===== src/logic/pwm_pkg.sv =====
// constants, register map and field layout of the motor pwm compare block
// assumes one 100 MHz clock and an apb master with 32-bit data
// Notes on behaviour
// - seven registers have a shadow buffer in front of the active copy.
// - with anytime write set, writes land at once and reload enable is moot.
// - batch mode is anytime write 0 and reload enable 0, with any thinning count.
// - in batch modes a phase u duty write arms a transfer of all seven.
// - writes to the other six alone never arm a transfer.
// - plain batch mode transfers at the next crest or valley after a transfer is armed.
// - culled batch mode is anytime write 0 with reload enable 1.
// - culled batch mode transfers only at culled crest or valley events.
// - two two-bit fields pick the valid edge of the event and trigger pins.
package pwm_pkg;
  // ****************************************************************
  // register byte offsets
  // ****************************************************************
  localparam logic [7:0] OFS_CTRL = 8'h00;
  localparam logic [7:0] OFS_CYCLE = 8'h04;
  localparam logic [7:0] OFS_DUTY_U = 8'h08;
  localparam logic [7:0] OFS_DUTY_V = 8'h0c;
  localparam logic [7:0] OFS_DUTY_W = 8'h10;
  localparam logic [7:0] OFS_THIN = 8'h14;
  localparam logic [7:0] OFS_ADC_A = 8'h18;
  localparam logic [7:0] OFS_ADC_B = 8'h1c;
  localparam logic [7:0] OFS_EDGE = 8'h20;
  localparam logic [7:0] OFS_STATUS = 8'h24;
  localparam logic [7:0] OFS_MASK = 8'h28;
  localparam logic [7:0] OFS_COUNT = 8'h2c;
  localparam logic [7:0] OFS_EVENTS = 8'h30;
  // ****************************************************************
  // buffered register slots
  // ****************************************************************
  localparam int NBUF = 7;
  localparam logic [2:0] IDX_CYCLE = 3'h0;
  localparam logic [2:0] IDX_DUTY_U = 3'h1;
  localparam logic [2:0] IDX_DUTY_V = 3'h2;
  localparam logic [2:0] IDX_DUTY_W = 3'h3;
  localparam logic [2:0] IDX_THIN = 3'h4;
  localparam logic [2:0] IDX_ADC_A = 3'h5;
  localparam logic [2:0] IDX_ADC_B = 3'h6;
  // ****************************************************************
  // field positions
  // ****************************************************************
  localparam int CTRL_RUN = 0;
  localparam int CTRL_ANYTIME = 1;
  localparam int CTRL_RELOAD = 2;
  localparam int THIN_CNT_LSB = 0;
  localparam int THIN_CNT_MSB = 4;
  localparam int THIN_CREST_EN = 5;
  localparam int THIN_VALLEY_EN = 6;
  localparam int EDGE_TRIG_LSB = 0;
  localparam int EDGE_EVT_LSB = 2;
  localparam int ST_CREST = 0;
  localparam int ST_VALLEY = 1;
  localparam int ST_XFER = 2;
  // ****************************************************************
  // reset values and fixed compare points
  // ****************************************************************
  localparam logic [15:0] RST_REG16 = 16'h0000;
  localparam logic [2:0] RST_CTRL = 3'h0;
  localparam logic [7:0] RST_EDGE = 8'h00;
  localparam logic [2:0] RST_IRQ = 3'h0;
  localparam logic [15:0] VALLEY_POINT = 16'h0001;
  localparam logic [4:0] THIN_NONE = 5'h00;
  // edge select encodings
  localparam logic [1:0] EDGE_NONE = 2'h0;
  localparam logic [1:0] EDGE_RISE = 2'h1;
  localparam logic [1:0] EDGE_FALL = 2'h2;
  localparam logic [1:0] EDGE_BOTH = 2'h3;
endpackage


===== src/logic/thin_if.sv =====
// carries crest and valley events to the thinning unit and back
// assumes both ends sit on the same clock
interface thin_if;
  logic crest;
  logic valley;
  logic [4:0] count;
  logic crest_en;
  logic valley_en;
  logic cull_crest;
  logic cull_valley;
  modport timer (output crest, valley, count, crest_en, valley_en,
                 input cull_crest, cull_valley);
  modport thinner (input crest, valley, count, crest_en, valley_en,
                   output cull_crest, cull_valley);
endinterface


===== src/logic/motor_pwm_compare_reload.sv =====
// 16-bit pwm timer with buffered compares and three reload modes
// assumes an apb master on clk and synchronous event and trigger pins
module motor_pwm_compare_reload
  import pwm_pkg::*;
(
  input wire logic clk,
  input wire logic reset_n,
  input wire logic psel,
  input wire logic penable,
  input wire logic pwrite,
  input wire logic [7:0] paddr,
  input wire logic [31:0] pwdata,
  output logic [31:0] prdata,
  output logic pready,
  output logic pslverr,
  input wire logic event_count_pin,
  input wire logic trigger_pin,
  output logic phase_one_output,
  output logic phase_two_output,
  output logic phase_three_output,
  output logic adc_trigger_a,
  output logic adc_trigger_b,
  output logic irq
);
  // ****************************************************************
  // state
  // ****************************************************************
  typedef struct packed {
    logic [15:0] cnt;
    logic [NBUF-1:0][15:0] buffer;
    logic [NBUF-1:0][15:0] active;
    logic pending;
    logic [2:0] ctrl;
    logic [7:0] edge_sel;
    logic [2:0] status;
    logic [2:0] mask;
    logic [15:0] events;
    logic evt_prev;
    logic trig_prev;
    logic [31:0] rdata;
    logic ready;
    logic slverr;
    logic [2:0] ph;
    logic adc_a;
    logic adc_b;
    logic irq;
  } pwm_state_t;
  pwm_state_t s_q, s_d;

  thin_if thin ();

  // ****************************************************************
  // helpers
  // ****************************************************************
  // map a byte offset to a buffered slot; valid flag in the top bit
  function automatic logic [3:0] buf_slot(input logic [7:0] a);
    unique case (a)
      OFS_CYCLE: buf_slot = {1'b1, IDX_CYCLE};
      OFS_DUTY_U: buf_slot = {1'b1, IDX_DUTY_U};
      OFS_DUTY_V: buf_slot = {1'b1, IDX_DUTY_V};
      OFS_DUTY_W: buf_slot = {1'b1, IDX_DUTY_W};
      OFS_THIN: buf_slot = {1'b1, IDX_THIN};
      OFS_ADC_A: buf_slot = {1'b1, IDX_ADC_A};
      OFS_ADC_B: buf_slot = {1'b1, IDX_ADC_B};
      default: buf_slot = 4'h0;
    endcase
  endfunction

  // true when the pin moved in the direction the two-bit field picks
  function automatic logic edge_hit(input logic [1:0] sel,
                                    input logic prev, input logic now);
    unique case (sel)
      EDGE_NONE: edge_hit = 1'b0;
      EDGE_RISE: edge_hit = now & ~prev;
      EDGE_FALL: edge_hit = prev & ~now;
      EDGE_BOTH: edge_hit = now ^ prev;
    endcase
  endfunction

  logic [3:0] slot;
  logic setup_rd;
  logic commit;
  logic wr;
  logic hit_addr;
  logic [31:0] rd_val;
  logic run;
  logic crest;
  logic valley;
  logic anytime;
  logic culled;
  logic xfer_time;
  logic xfer;
  logic wr_u;
  logic [2:0] ev;
  logic [15:0] cycle_v;

  // ****************************************************************
  // bus decode
  // ****************************************************************
  // one wait state: data is prepared on the first access edge and the
  // write lands on the edge where pready is seen high
  always_comb begin
    slot = buf_slot(paddr);
    setup_rd = psel & penable & ~s_q.ready;
    commit = psel & penable & s_q.ready;
    wr = commit & pwrite;
    hit_addr = 1'b1;
    rd_val = 32'h0000_0000;
    if (slot[3]) begin
      rd_val = {16'h0000, s_q.buffer[slot[2:0]]};
    end else begin
      unique case (paddr)
        OFS_CTRL: rd_val = {29'h0, s_q.ctrl};
        OFS_EDGE: rd_val = {24'h0, s_q.edge_sel};
        OFS_STATUS: rd_val = {29'h0, s_q.status};
        OFS_MASK: rd_val = {29'h0, s_q.mask};
        OFS_COUNT: rd_val = {16'h0000, s_q.cnt};
        OFS_EVENTS: rd_val = {16'h0000, s_q.events};
        default: hit_addr = 1'b0;
      endcase
    end
  end

  // ****************************************************************
  // counter, modes and transfer timing
  // ****************************************************************
  always_comb begin
    run = s_q.ctrl[CTRL_RUN];
    anytime = s_q.ctrl[CTRL_ANYTIME];
    cycle_v = s_q.active[IDX_CYCLE];
    crest = run & (s_q.cnt == cycle_v);
    valley = run & (s_q.cnt == VALLEY_POINT);
    // reload enable is only looked at when anytime write is clear
    culled = ~anytime & s_q.ctrl[CTRL_RELOAD];
    thin.crest = crest;
    thin.valley = valley;
    thin.count = s_q.active[IDX_THIN][THIN_CNT_MSB:THIN_CNT_LSB];
    thin.crest_en = s_q.active[IDX_THIN][THIN_CREST_EN];
    thin.valley_en = s_q.active[IDX_THIN][THIN_VALLEY_EN];
    // a nonzero thinning count with reload enable 0 behaves as plain
    // batch; interrupts are still culled, only transfers are not
    if (culled) begin
      xfer_time = thin.cull_crest | thin.cull_valley;
    end else begin
      xfer_time = crest | valley;
    end
    xfer = ~anytime & s_q.pending & xfer_time;
    wr_u = wr & slot[3] & (slot[2:0] == IDX_DUTY_U);
    ev = '0;
    ev[ST_CREST] = thin.cull_crest;
    ev[ST_VALLEY] = thin.cull_valley;
    ev[ST_XFER] = xfer;
  end

  pwm_thinner u_thinner (
    .clk(clk),
    .reset_n(reset_n),
    .t(thin.thinner)
  );

  // ****************************************************************
  // next state
  // ****************************************************************
  always_comb begin
    s_d = s_q;
    // period is cycle value plus one: count 0..cycle then wrap
    if (run) begin
      if (s_q.cnt >= cycle_v) begin
        s_d.cnt = 16'h0000;
      end else begin
        s_d.cnt = s_q.cnt + 16'h0001;
      end
    end
    // selected trigger edge restarts the period
    if (edge_hit(s_q.edge_sel[EDGE_TRIG_LSB+1:EDGE_TRIG_LSB],
                 s_q.trig_prev, trigger_pin)) begin
      s_d.cnt = 16'h0000;
    end
    s_d.trig_prev = trigger_pin;
    s_d.evt_prev = event_count_pin;
    if (edge_hit(s_q.edge_sel[EDGE_EVT_LSB+1:EDGE_EVT_LSB],
                 s_q.evt_prev, event_count_pin)) begin
      s_d.events = s_q.events + 16'h0001;
    end
    // batch load copies all seven shadows together
    if (xfer) begin
      s_d.active = s_q.buffer;
    end
    // new u duty write in the transfer cycle re-arms, so it is not lost
    s_d.pending = (s_q.pending & ~xfer) | (wr_u & ~anytime);
    // bus writes; the shadow keeps only the last value written
    if (wr) begin
      if (slot[3]) begin
        s_d.buffer[slot[2:0]] = pwdata[15:0];
        if (anytime) begin
          s_d.active[slot[2:0]] = pwdata[15:0];
        end
      end else begin
        unique case (paddr)
          OFS_CTRL: s_d.ctrl = pwdata[2:0];
          OFS_EDGE: s_d.edge_sel = pwdata[7:0];
          OFS_MASK: s_d.mask = pwdata[2:0];
          OFS_EVENTS: s_d.events = pwdata[15:0];
          default: s_d.slverr = s_q.slverr;
        endcase
      end
    end
    // sticky status: read clears only what was shown, new events win
    s_d.status = s_q.status;
    if (commit & ~pwrite & (paddr == OFS_STATUS)) begin
      s_d.status = s_q.status & ~s_q.rdata[2:0];
    end
    s_d.status = s_d.status | ev;
    s_d.irq = |(s_d.status & s_q.mask);
    // apb answer
    s_d.ready = setup_rd;
    if (setup_rd) begin
      s_d.rdata = pwrite ? 32'h0000_0000 : rd_val;
      s_d.slverr = ~hit_addr;
    end else begin
      s_d.rdata = 32'h0000_0000;
      s_d.slverr = 1'b0;
    end
    // phase outputs active while the count is below each duty value
    for (int i = 0; i < 3; i++) begin
      s_d.ph[i] = run & (s_d.cnt < s_d.active[IDX_DUTY_U + 3'(i)]);
    end
    s_d.adc_a = crest & 1'b0 | (run & (s_q.cnt == s_q.active[IDX_ADC_A]));
    s_d.adc_b = run & (s_q.cnt == s_q.active[IDX_ADC_B]);
  end

  // ****************************************************************
  // registers
  // ****************************************************************
  always_ff @(posedge clk) begin
    if (!reset_n) begin
      s_q <= '0;
    end else begin
      s_q <= s_d;
    end
  end

  assign prdata = s_q.rdata;
  assign pready = s_q.ready;
  assign pslverr = s_q.slverr;
  assign phase_one_output = s_q.ph[0];
  assign phase_two_output = s_q.ph[1];
  assign phase_three_output = s_q.ph[2];
  assign adc_trigger_a = s_q.adc_a;
  assign adc_trigger_b = s_q.adc_b;
  assign irq = s_q.irq;
endmodule


===== src/logic/pwm_thinner.sv =====
// interrupt culling: passes one of every count+1 enabled crest or valley
// assumes events are single-cycle and arrive on clk
module pwm_thinner
  import pwm_pkg::*;
(
  input wire logic clk,
  input wire logic reset_n,
  thin_if.thinner t
);
  typedef struct packed {
    logic [4:0] seen;
  } thin_state_t;
  thin_state_t s_q, s_d;
  logic hit;

  // an enabled event either passes (count reached) or is only counted
  always_comb begin
    s_d = s_q;
    hit = (t.crest & t.crest_en) | (t.valley & t.valley_en);
    if (hit) begin
      if (s_q.seen >= t.count) begin
        s_d.seen = THIN_NONE;
      end else begin
        s_d.seen = s_q.seen + 5'h01;
      end
    end
  end

  assign t.cull_crest = t.crest & t.crest_en & (s_q.seen >= t.count);
  assign t.cull_valley = t.valley & t.valley_en & (s_q.seen >= t.count);

  always_ff @(posedge clk) begin
    if (!reset_n) begin
      s_q <= '0;
    end else begin
      s_q <= s_d;
    end
  end
endmodule


===== config.mk =====
export PLATFORM = sky130hd
export DESIGN_NAME = motor_pwm_compare_reload
export DESIGN_NICKNAME = d
export VERILOG_FILES = /design/src/logic/pwm_pkg.sv /design/src/logic/thin_if.sv /design/src/logic/motor_pwm_compare_reload.sv /design/src/logic/pwm_thinner.sv
export SDC_FILE = /design/constraint.sdc
export NUM_CORES = 1
export LEC_CHECK = 0
export CORE_MARGIN = 2
export CORE_UTILIZATION = 65
export DETAILED_ROUTE_END_ITERATION = 12
export DONT_BUFFER_PORTS = 1
export PLACE_DENSITY_LB_ADDON = 0.12
export SLEW_MARGIN = 20
export SYNTH_ARGS = -nofsm -noshare
export SYNTH_HDL_FRONTEND = slang
export SYNTH_SLANG_ARGS = --single-unit
export TNS_END_PERCENT = 50

===== constraint.sdc =====
create_clock -name clk -period 4.82 [get_ports clk]
set_clock_uncertainty 0.1 [all_clocks]
set_input_delay 0.241 -clock clk [delete_from_list [all_inputs] [get_ports clk]]
set_output_delay 0.241 -clock clk [all_outputs]
set_load 0.005 [all_outputs]

==> results of run 1 <==
==> layout by cell type (no fill, tap or decap), types with 16 or more instances in the layout <==
cell type,n
nand4_1,24
nand3_1,36
mux2i_1,180
nor4_1,24
a221oi_1,28
nor2b_1,64
and2_1,22
ha_1,74
dfxtp_1,296
xor2_1,53
clkbuf_16,31
conb_1,16
dlygate4sd3_1,29
nor2_1,60
o21ai_0,67
o211a_1,115
nand2_1,301
a21oi_1,45
inv_1,35
buf_4,47
a21boi_0,70
a21o_1,18
==> Yosys cell counts, types with 3 or more instances <==
cell type | n | area [sq um]
nand2b_1 | 5 | 31.28
nor3_4 | 3 | 48.80
o22ai_1 | 5 | 31.28
a211oi_1 | 13 | 97.59
dfxtp_1 | 296 | 5926
buf_4 | 33 | 247.7
nor4_1 | 24 | 150.1
buf_1 | 5 | 18.77
a2111oi_0 | 4 | 35.03
a21oi_1 | 45 | 225.2
a21o_1 | 18 | 135.1
a21boi_1 | 4 | 30.03
a31oi_1 | 3 | 18.77
nor3_1 | 6 | 30.03
mux2i_1 | 180 | 1802
a221o_1 | 5 | 50.05
nor4_2 | 3 | 37.54
xnor2_1 | 11 | 96.34
o21ai_0 | 67 | 335.3
mux2_2 | 13 | 146.4
o21a_1 | 6 | 45.04
nor2b_1 | 64 | 400.4
nand2_1 | 303 | 1137
and4_1 | 4 | 35.03
a21boi_0 | 70 | 525.5
a221oi_1 | 28 | 245.2
a211o_1 | 4 | 35.03
ha_1 | 74 | 925.9
or3_1 | 6 | 37.54
xor2_1 | 53 | 464.2
nor2_1 | 60 | 225.2
nand3_1 | 37 | 185.2
clkbuf_1 | 127 | 476.7
o211a_1 | 115 | 1151
and2_1 | 22 | 137.6
and3_1 | 10 | 62.56
nand4_1 | 24 | 150.1
o211ai_1 | 3 | 22.52
inv_1 | 35 | 131.4
buf_2 | 27 | 135.1
==> stage by stage <==
stage / cell area [sq um] / power (uW) / util / hold WS [ns] / setup slack [ns]
6_report: 17680 / 5045 / 0.7084 / 0.04617 / 0.4086
5_1_grt: 17680 / 5161 / 0.7081 / 0.01960 / 0.1505
4_1_cts: 17670 / 5049 / 0.7078 / 0.02103 / 0.5152
3_5_place_dp: 16300 / 2554 / 0.6531 / 0.2683 / 0.5506
3_3_place_gp: 16300 / 2554 / 0.6530 / 0.2674 / 0.5458
2_1_floorplan: 16410 / 2617 / - / 0.2627 / 0.4643
==> logic make-up (layout without fill, tap and decap cells) <==
| logic type | count (synthesis) | count (layout) | synth area share |
|---|---|---|---|
| flops | 296 | 296 | 0.3624 |
| xor+xnor | 64 | 64 | 0.03428 |
| buf+inv | 230 | 168 | 0.06344 |
| other cells | 1 | 21 | 0.0002294 |
| simple gates | 587 | 587 | 0.1714 |
| fa+ha+maj | 74 | 74 | 0.05663 |
| compound gates | 407 | 407 | 0.1924 |
| mux | 193 | 193 | 0.1192 |
==> worst max-delay path, cell delays in order (launching register included) <==
cell and delay (ns):
dfxtp_1 0.41, buf_4 0.21, inv_1 0.07, ha_1 0.17, nor4b_1 0.13, and4_1 0.27, a32o_1 0.38, a32oi_4 0.34
buf_12 0.27, buf_4 0.29, mux2i_1 0.21, nand2_1 0.09, o21ai_0 0.15, ha_1 0.31, a21oi_1 0.22, o221ai_1 0.23
or3_1 0.40, nand3_1 0.08
==> cell type report <==
class / count / area, sq um
fill: 1975 / 7279
tap: 330 / 412.9
clock inverter: 7 / 87.58
inverter: 35 / 131.4
clock buffer: 48 / 959.7
timing repair buffer: 78 / 690.7
antenna: 5 / 12.51
sequential: 296 / 5926
multi-input combinational: 1341 / 9464
==> metal layers <==
| metal | track usage | wire length (microns) | vias up |
|---|---|---|---|
| li1 | - | - | 6372 |
| met4 | 0.1492 | 2130 | 0 |
| met5 | 0 | 0 | - |
| met1 | 0.4937 | 20740 | 6705 |
| met2 | 0.5992 | 22720 | 710 |
| met3 | 0.06977 | 4430 | 128 |
==> flip-flops by register name, summed over array words and instances (netlist names), 5 cells and up <==
register	count
prdata	16
s_q	249
u_thinner.s_q	5
cycle_v	16
==> repair_timing <==
action	in CTS	in global routing
resized for setup	0	0
hold endpoints to repair	282	0
hold buffers	30	0
==> how the worst max path moves through the flow <==
| stage | start | end |
|---|---|---|
| 3_3_place_gp | s_q[301] | phase_two_output |
| 5_1_grt | cycle_v[14] | phase_one_output |
| 3_5_place_dp | s_q[301] | phase_two_output |
| 6_report | s_q[301] | phase_two_output |
| 4_1_cts | s_q[301] | phase_one_output |
| 2_1_floorplan | s_q[300] | phase_one_output |
==> power breakdown <==
group | switching (uW) | internal [uW] | total, uW
Combinational | 105 | 46.9 | 152
Clock | 984 | 1460 | 2440
Sequential | 1.18 | 2450 | 2450
==> reports/metrics.cfg, run 1 <==
[floorplan]
dieWidth_microns = 162.6
die_y_microns = 162.6
top_level_ports = 87
rows = 58
die-area_sq_um = 26440
floorplan.core_area_sq_um = 24960
initial_core_util = 0.6549

[clocking]
cts_setup_buffers = 0
clockBufferDepth = 3
clk_pin_slew_worst_paths_ns = 0.06
clkSinkCount = 296
cts_buffers = 31
insertion_delay_ns = 0.56
clockRootBuffer = clkbuf_16
cts_htree_levels = 1
cts_tree = yes

[global_routing]
grt_pass1_vias = 12730
gr-usage-all-layers = 0.3717
gr-total-overflow = 0
grt_pass1_wl_mm = 75.84
antenna_found_initial = 2
grt_start_max_net_pins = 269

[sta]
relSlewSlack = 0.2736
final_hold_viol_count = 0
rsz0062_at_grt = false
period_minus_slack_ns = 4.411
post-route-period-util = 0.9152
tightest_slew_ns = 1.087
fmax_ghz = 0.2267
setup_violations = 0
setup_tns_ns = 0
drv_slew = 0

[finish]
area_growth_pct = 8.166
stdcell_count = 2140
finish.net_count = 1904
drive_gt1_frac = 0.07313

[logic_synthesis]
yosysWarnings = 0
synth_top_flop_cell = dfxtp_1
netlist_instances = 1852
ys_types = 68
synth_area_sq_um = 16350
ys_ff_latch = 296
synthArstFlopShare = 0
avgSynthCellArea_sq_um = 8.828
yosysSeqAreaShare = 0.3624
synth_edf_count = 0

[critical_path]
reg2reg_setup_slack_ns = 0.41
worstPathArrival_ns = 4.82
cp_max_fo = 27
worstReg2RegStart = s_q[301]
worstSetupPathType = flip-flop to flip-flop
crit_path_end_kind = flip-flop
critPathRequiredTime_ns = 5.22
reg2reg_depth = 17
reg2reg_to = phase_two_output
crit_path_start_kind = flip-flop

[worst_hold_path]
hold_path_startpoint = paddr[4]
hp-class = primary input to flip-flop
min_to = prdata[4]
min_path_cells = 4

[routing]
wl_per_cell_microns = 23.37
drtAntennaViolNets = 0
drt-initial-drc-count = 1475
drc = 0
vias = 13920
drt_first_pass_iters = 5
via_per_inst = 6.502
wl_mm = 50.02

[placed_design]
numPortBuffers = 0
place_hpwl_mm = 32.94
dp.cells = 2050
gp_congestion = 0.9328

[run]
maxCapViolations = 0

[power_and_ir_drop]
ir_worst_vdd_uv = 295.4
power_density_nw_per_um2 = 285.3
leakagePower_uw = 0.009225

[status]
outcome = completed

(Power assumes the default switching activity.)
==> run 2, diff against run 1 <==
--- a/config.mk
+++ b/config.mk
@@ -6,12 +6,13 @@
 export NUM_CORES = 1
 export LEC_CHECK = 0
 export CORE_MARGIN = 2
-export CORE_UTILIZATION = 65
+export CORE_UTILIZATION = 64
 export DETAILED_ROUTE_END_ITERATION = 12
 export DONT_BUFFER_PORTS = 1
 export PLACE_DENSITY_LB_ADDON = 0.12
 export SLEW_MARGIN = 20
 export SYNTH_ARGS = -nofsm -noshare
 export SYNTH_HDL_FRONTEND = slang
+export SYNTH_HIERARCHICAL = 1
 export SYNTH_SLANG_ARGS = --single-unit
 export TNS_END_PERCENT = 50
==> run 2 against run 1 <==
Against the previous run: area after synthesis decreased by 1.8%; first-iteration DRC count increased by 19%; register-to-register slack got worse by 0.15 ns; fmax fell by 3.2%; synthesized cell count rose by 4.8%; sequential power hardly changed; via count grew 5.7%; highest routed layer is now met5; largest power group is now clock; global-route usage increased by 0.95 points.
==> reports/metrics.cfg, run 2 <==
[status]
outcome = completed

[placed_design]
detailedPlace.worstSlack_ns = 0.09307  ; -0.4575 ns
dp.cells = 2153  ; +5.0%
numPortBuffers = 0  ; unchanged
gp_congestion = 0.9912  ; +6.3%
place_hpwl_mm = 35.17  ; +6.8%

[sta]
fin_ws_ns = 0.2629  ; -0.1457 ns
setup_violations = 0  ; unchanged
relSlewSlack = 0.2503  ; -0.02329
post-route-period-util = 0.9455  ; +0.03023
tightest_slew_ns = 1.122  ; +0.03484 ns
period_minus_slack_ns = 4.557  ; +0.1457 ns
final_hold_viol_count = 0  ; unchanged
holdWs_ns = 0.02720  ; -0.01897 ns
fmax_ghz = 0.2194  ; -3.2%
drv_slew = 0  ; unchanged

[finish]
stdcell_count = 2240  ; +4.7%
final_common_cell = nand2_1
area_growth_pct = 9.635
regMostFlops = s_q
finish.net_count = 2013  ; +5.7%
drive_gt1_frac = 0.1009  ; +0.02776
mostFrequentLayoutCells = 336 x nand2_1, 296 x dfxtp_1, 208 x nor2_1, 110 x a21oi_1, 74 x ha_1
largest_reg_flops = 249  ; unchanged
fill_cells = 1920  ; -2.8%

[clocking]
clockBufferDepth = 3  ; unchanged
clkSinkCount = 296  ; unchanged
clk_pin_slew_worst_paths_ns = 0.06  ; about the same
cts_tree = yes
cts_buffers = 34  ; +9.7%
cts_htree_levels = 2  ; +1
clockRootBuffer = clkbuf_16
insertion_delay_ns = 0.52  ; -0.04 ns

[worst_hold_path]
hold_path_startpoint = pwdata[0]
min_to = s_q[124]
min_path_cells = 3  ; -1
hp-class = primary input to flip-flop

[critical_path]
critPathRequiredTime_ns = 5.17  ; -0.05 ns
crit_path_end_kind = flip-flop
cp_max_fo = 17  ; -37%
worstSetupPathType = flip-flop to flip-flop
reg2reg_setup_slack_ns = 0.26  ; -0.15 ns
reg2reg_depth = 22  ; +5
crit_path_start_kind = flip-flop
reg2reg_to = phase_one_output
worstReg2RegStart = cycle_v[9]
worstPathArrival_ns = 4.90  ; +0.08 ns

[power_and_ir_drop]
ir_worst_vdd_uv = 298.2  ; +0.92%
clock_power_share = 0.497  ; +0.013
internal_power_uw = 4039  ; +2.1%
leakagePower_uw = 0.007058  ; -23%
power_uw = 5196  ; +3.0%
power.switching_uw = 1157  ; +6.2%
swShare = 0.2227  ; +0.006648
seq_power_share = 0.471  ; -0.014
comb_power_share = 0.032  ; +0.002
power_density_nw_per_um2 = 295.3  ; +3.5%

[logic_synthesis]
avgSynthCellArea_sq_um = 8.269  ; -6.3%
synth_edf_count = 0  ; unchanged
synth_area_sq_um = 16050  ; -1.8%
ys_ff_latch = 296  ; unchanged
yosysSeqAreaShare = 0.3692  ; +0.006753
synth_common_cells = 339 x nand2_1, 296 x dfxtp_1, 211 x nor2_1, 117 x clkbuf_1, 111 x a21oi_1
yosysWarnings = 6  ; +6
yosys.area.top_type = dfxtp_1
synth_top_cell_area_share = 0.3692  ; +0.006753
synth_top_flop_cell = dfxtp_1
synthTopCellsByArea = dfxtp_1 37%, nand2_1 7.9%, ha_1 5.8%, nor2_1 4.9%, mux2i_1 4.2%
synthArstFlopShare = 0  ; unchanged
netlist_instances = 1941  ; +4.8%
synth.most_common_cell = nand2_1
ys_types = 79  ; +16%

[floorplan]
dieWidth_microns = 162.4  ; -0.14%
top_level_ports = 87  ; unchanged
initial_core_util = 0.6561  ; +0.001208
floorplan.core_area_sq_um = 24460  ; -2.0%
rows = 57  ; -1.7%
die-area_sq_um = 26360  ; -0.29%
die_y_microns = 162.4  ; -0.14%

[routing]
via_per_inst = 6.565  ; +0.96%
drt_first_pass_iters = 9  ; +4
wl_per_cell_microns = 22.78  ; -2.5%
drtAntennaViolNets = 0  ; unchanged
vias = 14710  ; +5.7%
drt-initial-drc-count = 1760  ; +19%
wl_mm = 51.03  ; +2.0%
drc = 0  ; unchanged

[global_routing]
grt_pass1_wl_mm = 77.80  ; +2.6%
gr-usage-all-layers = 0.3812  ; +0.009531
grt_pass1_vias = 13570  ; +6.6%
gr-total-overflow = 0  ; unchanged
antenna_found_initial = 2  ; unchanged
grt_start_max_net_pins = 95  ; -65%

[run]
maxCapViolations = 0  ; unchanged

-- run 2: power groups by stage --
stage / clock network (uW) / logic (uW) / registers, uW
floorplan: 0 / 109 / 2500
global placement: 0 / 93.7 / 2500
detailed placement: 0 / 94.7 / 2500
CTS: 2590 / 158 / 2450
global route: 2680 / 173 / 2450
finish: 2580 / 165 / 2450
-- run 2: stage by stage --
stage	instance area, sq um	TNS (ns)	utilization
after CTS	17540	0	0.7169
final	17600	0	0.7193
after global routing	17590	-0.06694	0.7190
after detailed placement	16160	0	0.6605
after global placement	16160	0	0.6605
after floorplan	16110	0	-
-- run 2: how the worst max path moves through the flow --
stage / startpoint / to / slack, ns / cells after the start
3_3_place_gp: cycle_v[13] / phase_two_output / 0.14 / 21
3_5_place_dp: cycle_v[13] / phase_three_output / 0.09 / 23
5_1_grt: cycle_v[11] / phase_one_output / -0.04 / 22
2_1_floorplan: cycle_v[13] / phase_two_output / 0.54 / 22
4_1_cts: cycle_v[13] / phase_two_output / 0.05 / 21
6_report: cycle_v[9] / phase_one_output / 0.26 / 22
-- run 2: worst max-delay path: stages, from the launching register on --
cell and delay, ns:
dfxtp_1 0.34, inv_1 0.05, ha_1 0.29, nand4_1 0.15
nor4_2 0.28, buf_4 0.18, and3_1 0.23, nand2_1 0.10
nor2_2 0.13, nor2_1 0.09, nand2_1 0.12, and3_4 0.24
nand2_8 0.13, buf_12 0.20, mux2_2 0.27, o21ai_0 0.19
ha_1 0.27, a21o_1 0.15, a21o_1 0.17, a211o_1 0.33
a211oi_2 0.20, o21ai_0 0.10, o21ai_0 0.15
-- run 2: cell type report --
type                       instances  area, sq um  share of cell area
sequential                       296         5926              0.3367
tap                              324        405.4             0.02304
clock inverter                     6        58.81            0.003342
antenna                            3        7.507           0.0004266
multi-input combinational       1412         9163              0.5207
timing repair buffer              84        743.2             0.04224
inverter                          64        245.2             0.01394
clock buffer                      51         1049             0.05958
-- run 2: cells by family after synthesis --
| family | Yosys count | share of synthesized area |
|---|---|---|
| xor gates and xnor gates | 65 | 0.03547 |
| adders and majority gates | 74 | 0.05769 |
| and+or+nand+nor | 708 | 0.1960 |
| DFF | 296 | 0.3692 |
| muxes | 89 | 0.05722 |
| AOI/OAI and AO/OA | 460 | 0.2148 |
| other | 1 | 0.0002336 |
| buffers and inverters | 248 | 0.06946 |
-- run 2: routing by layer --
metal  vias to the layer above  share of wire  global-route usage
li1                       6723              -                   -
met1                      7004           0.41              0.5240
met2                       818           0.43              0.5851
met3                       158           0.11             0.07614
met4                         2          0.044              0.1637
met5                         -        0.00025                   0
-- run 2: timing repair --
item	CTS	global route
resized for setup	1	11
setup buffers	0	1
endpoints found under the hold margin	256	0
hold buffers	26	0
pin swaps	0	5
endpoints found under the setup margin	1	3
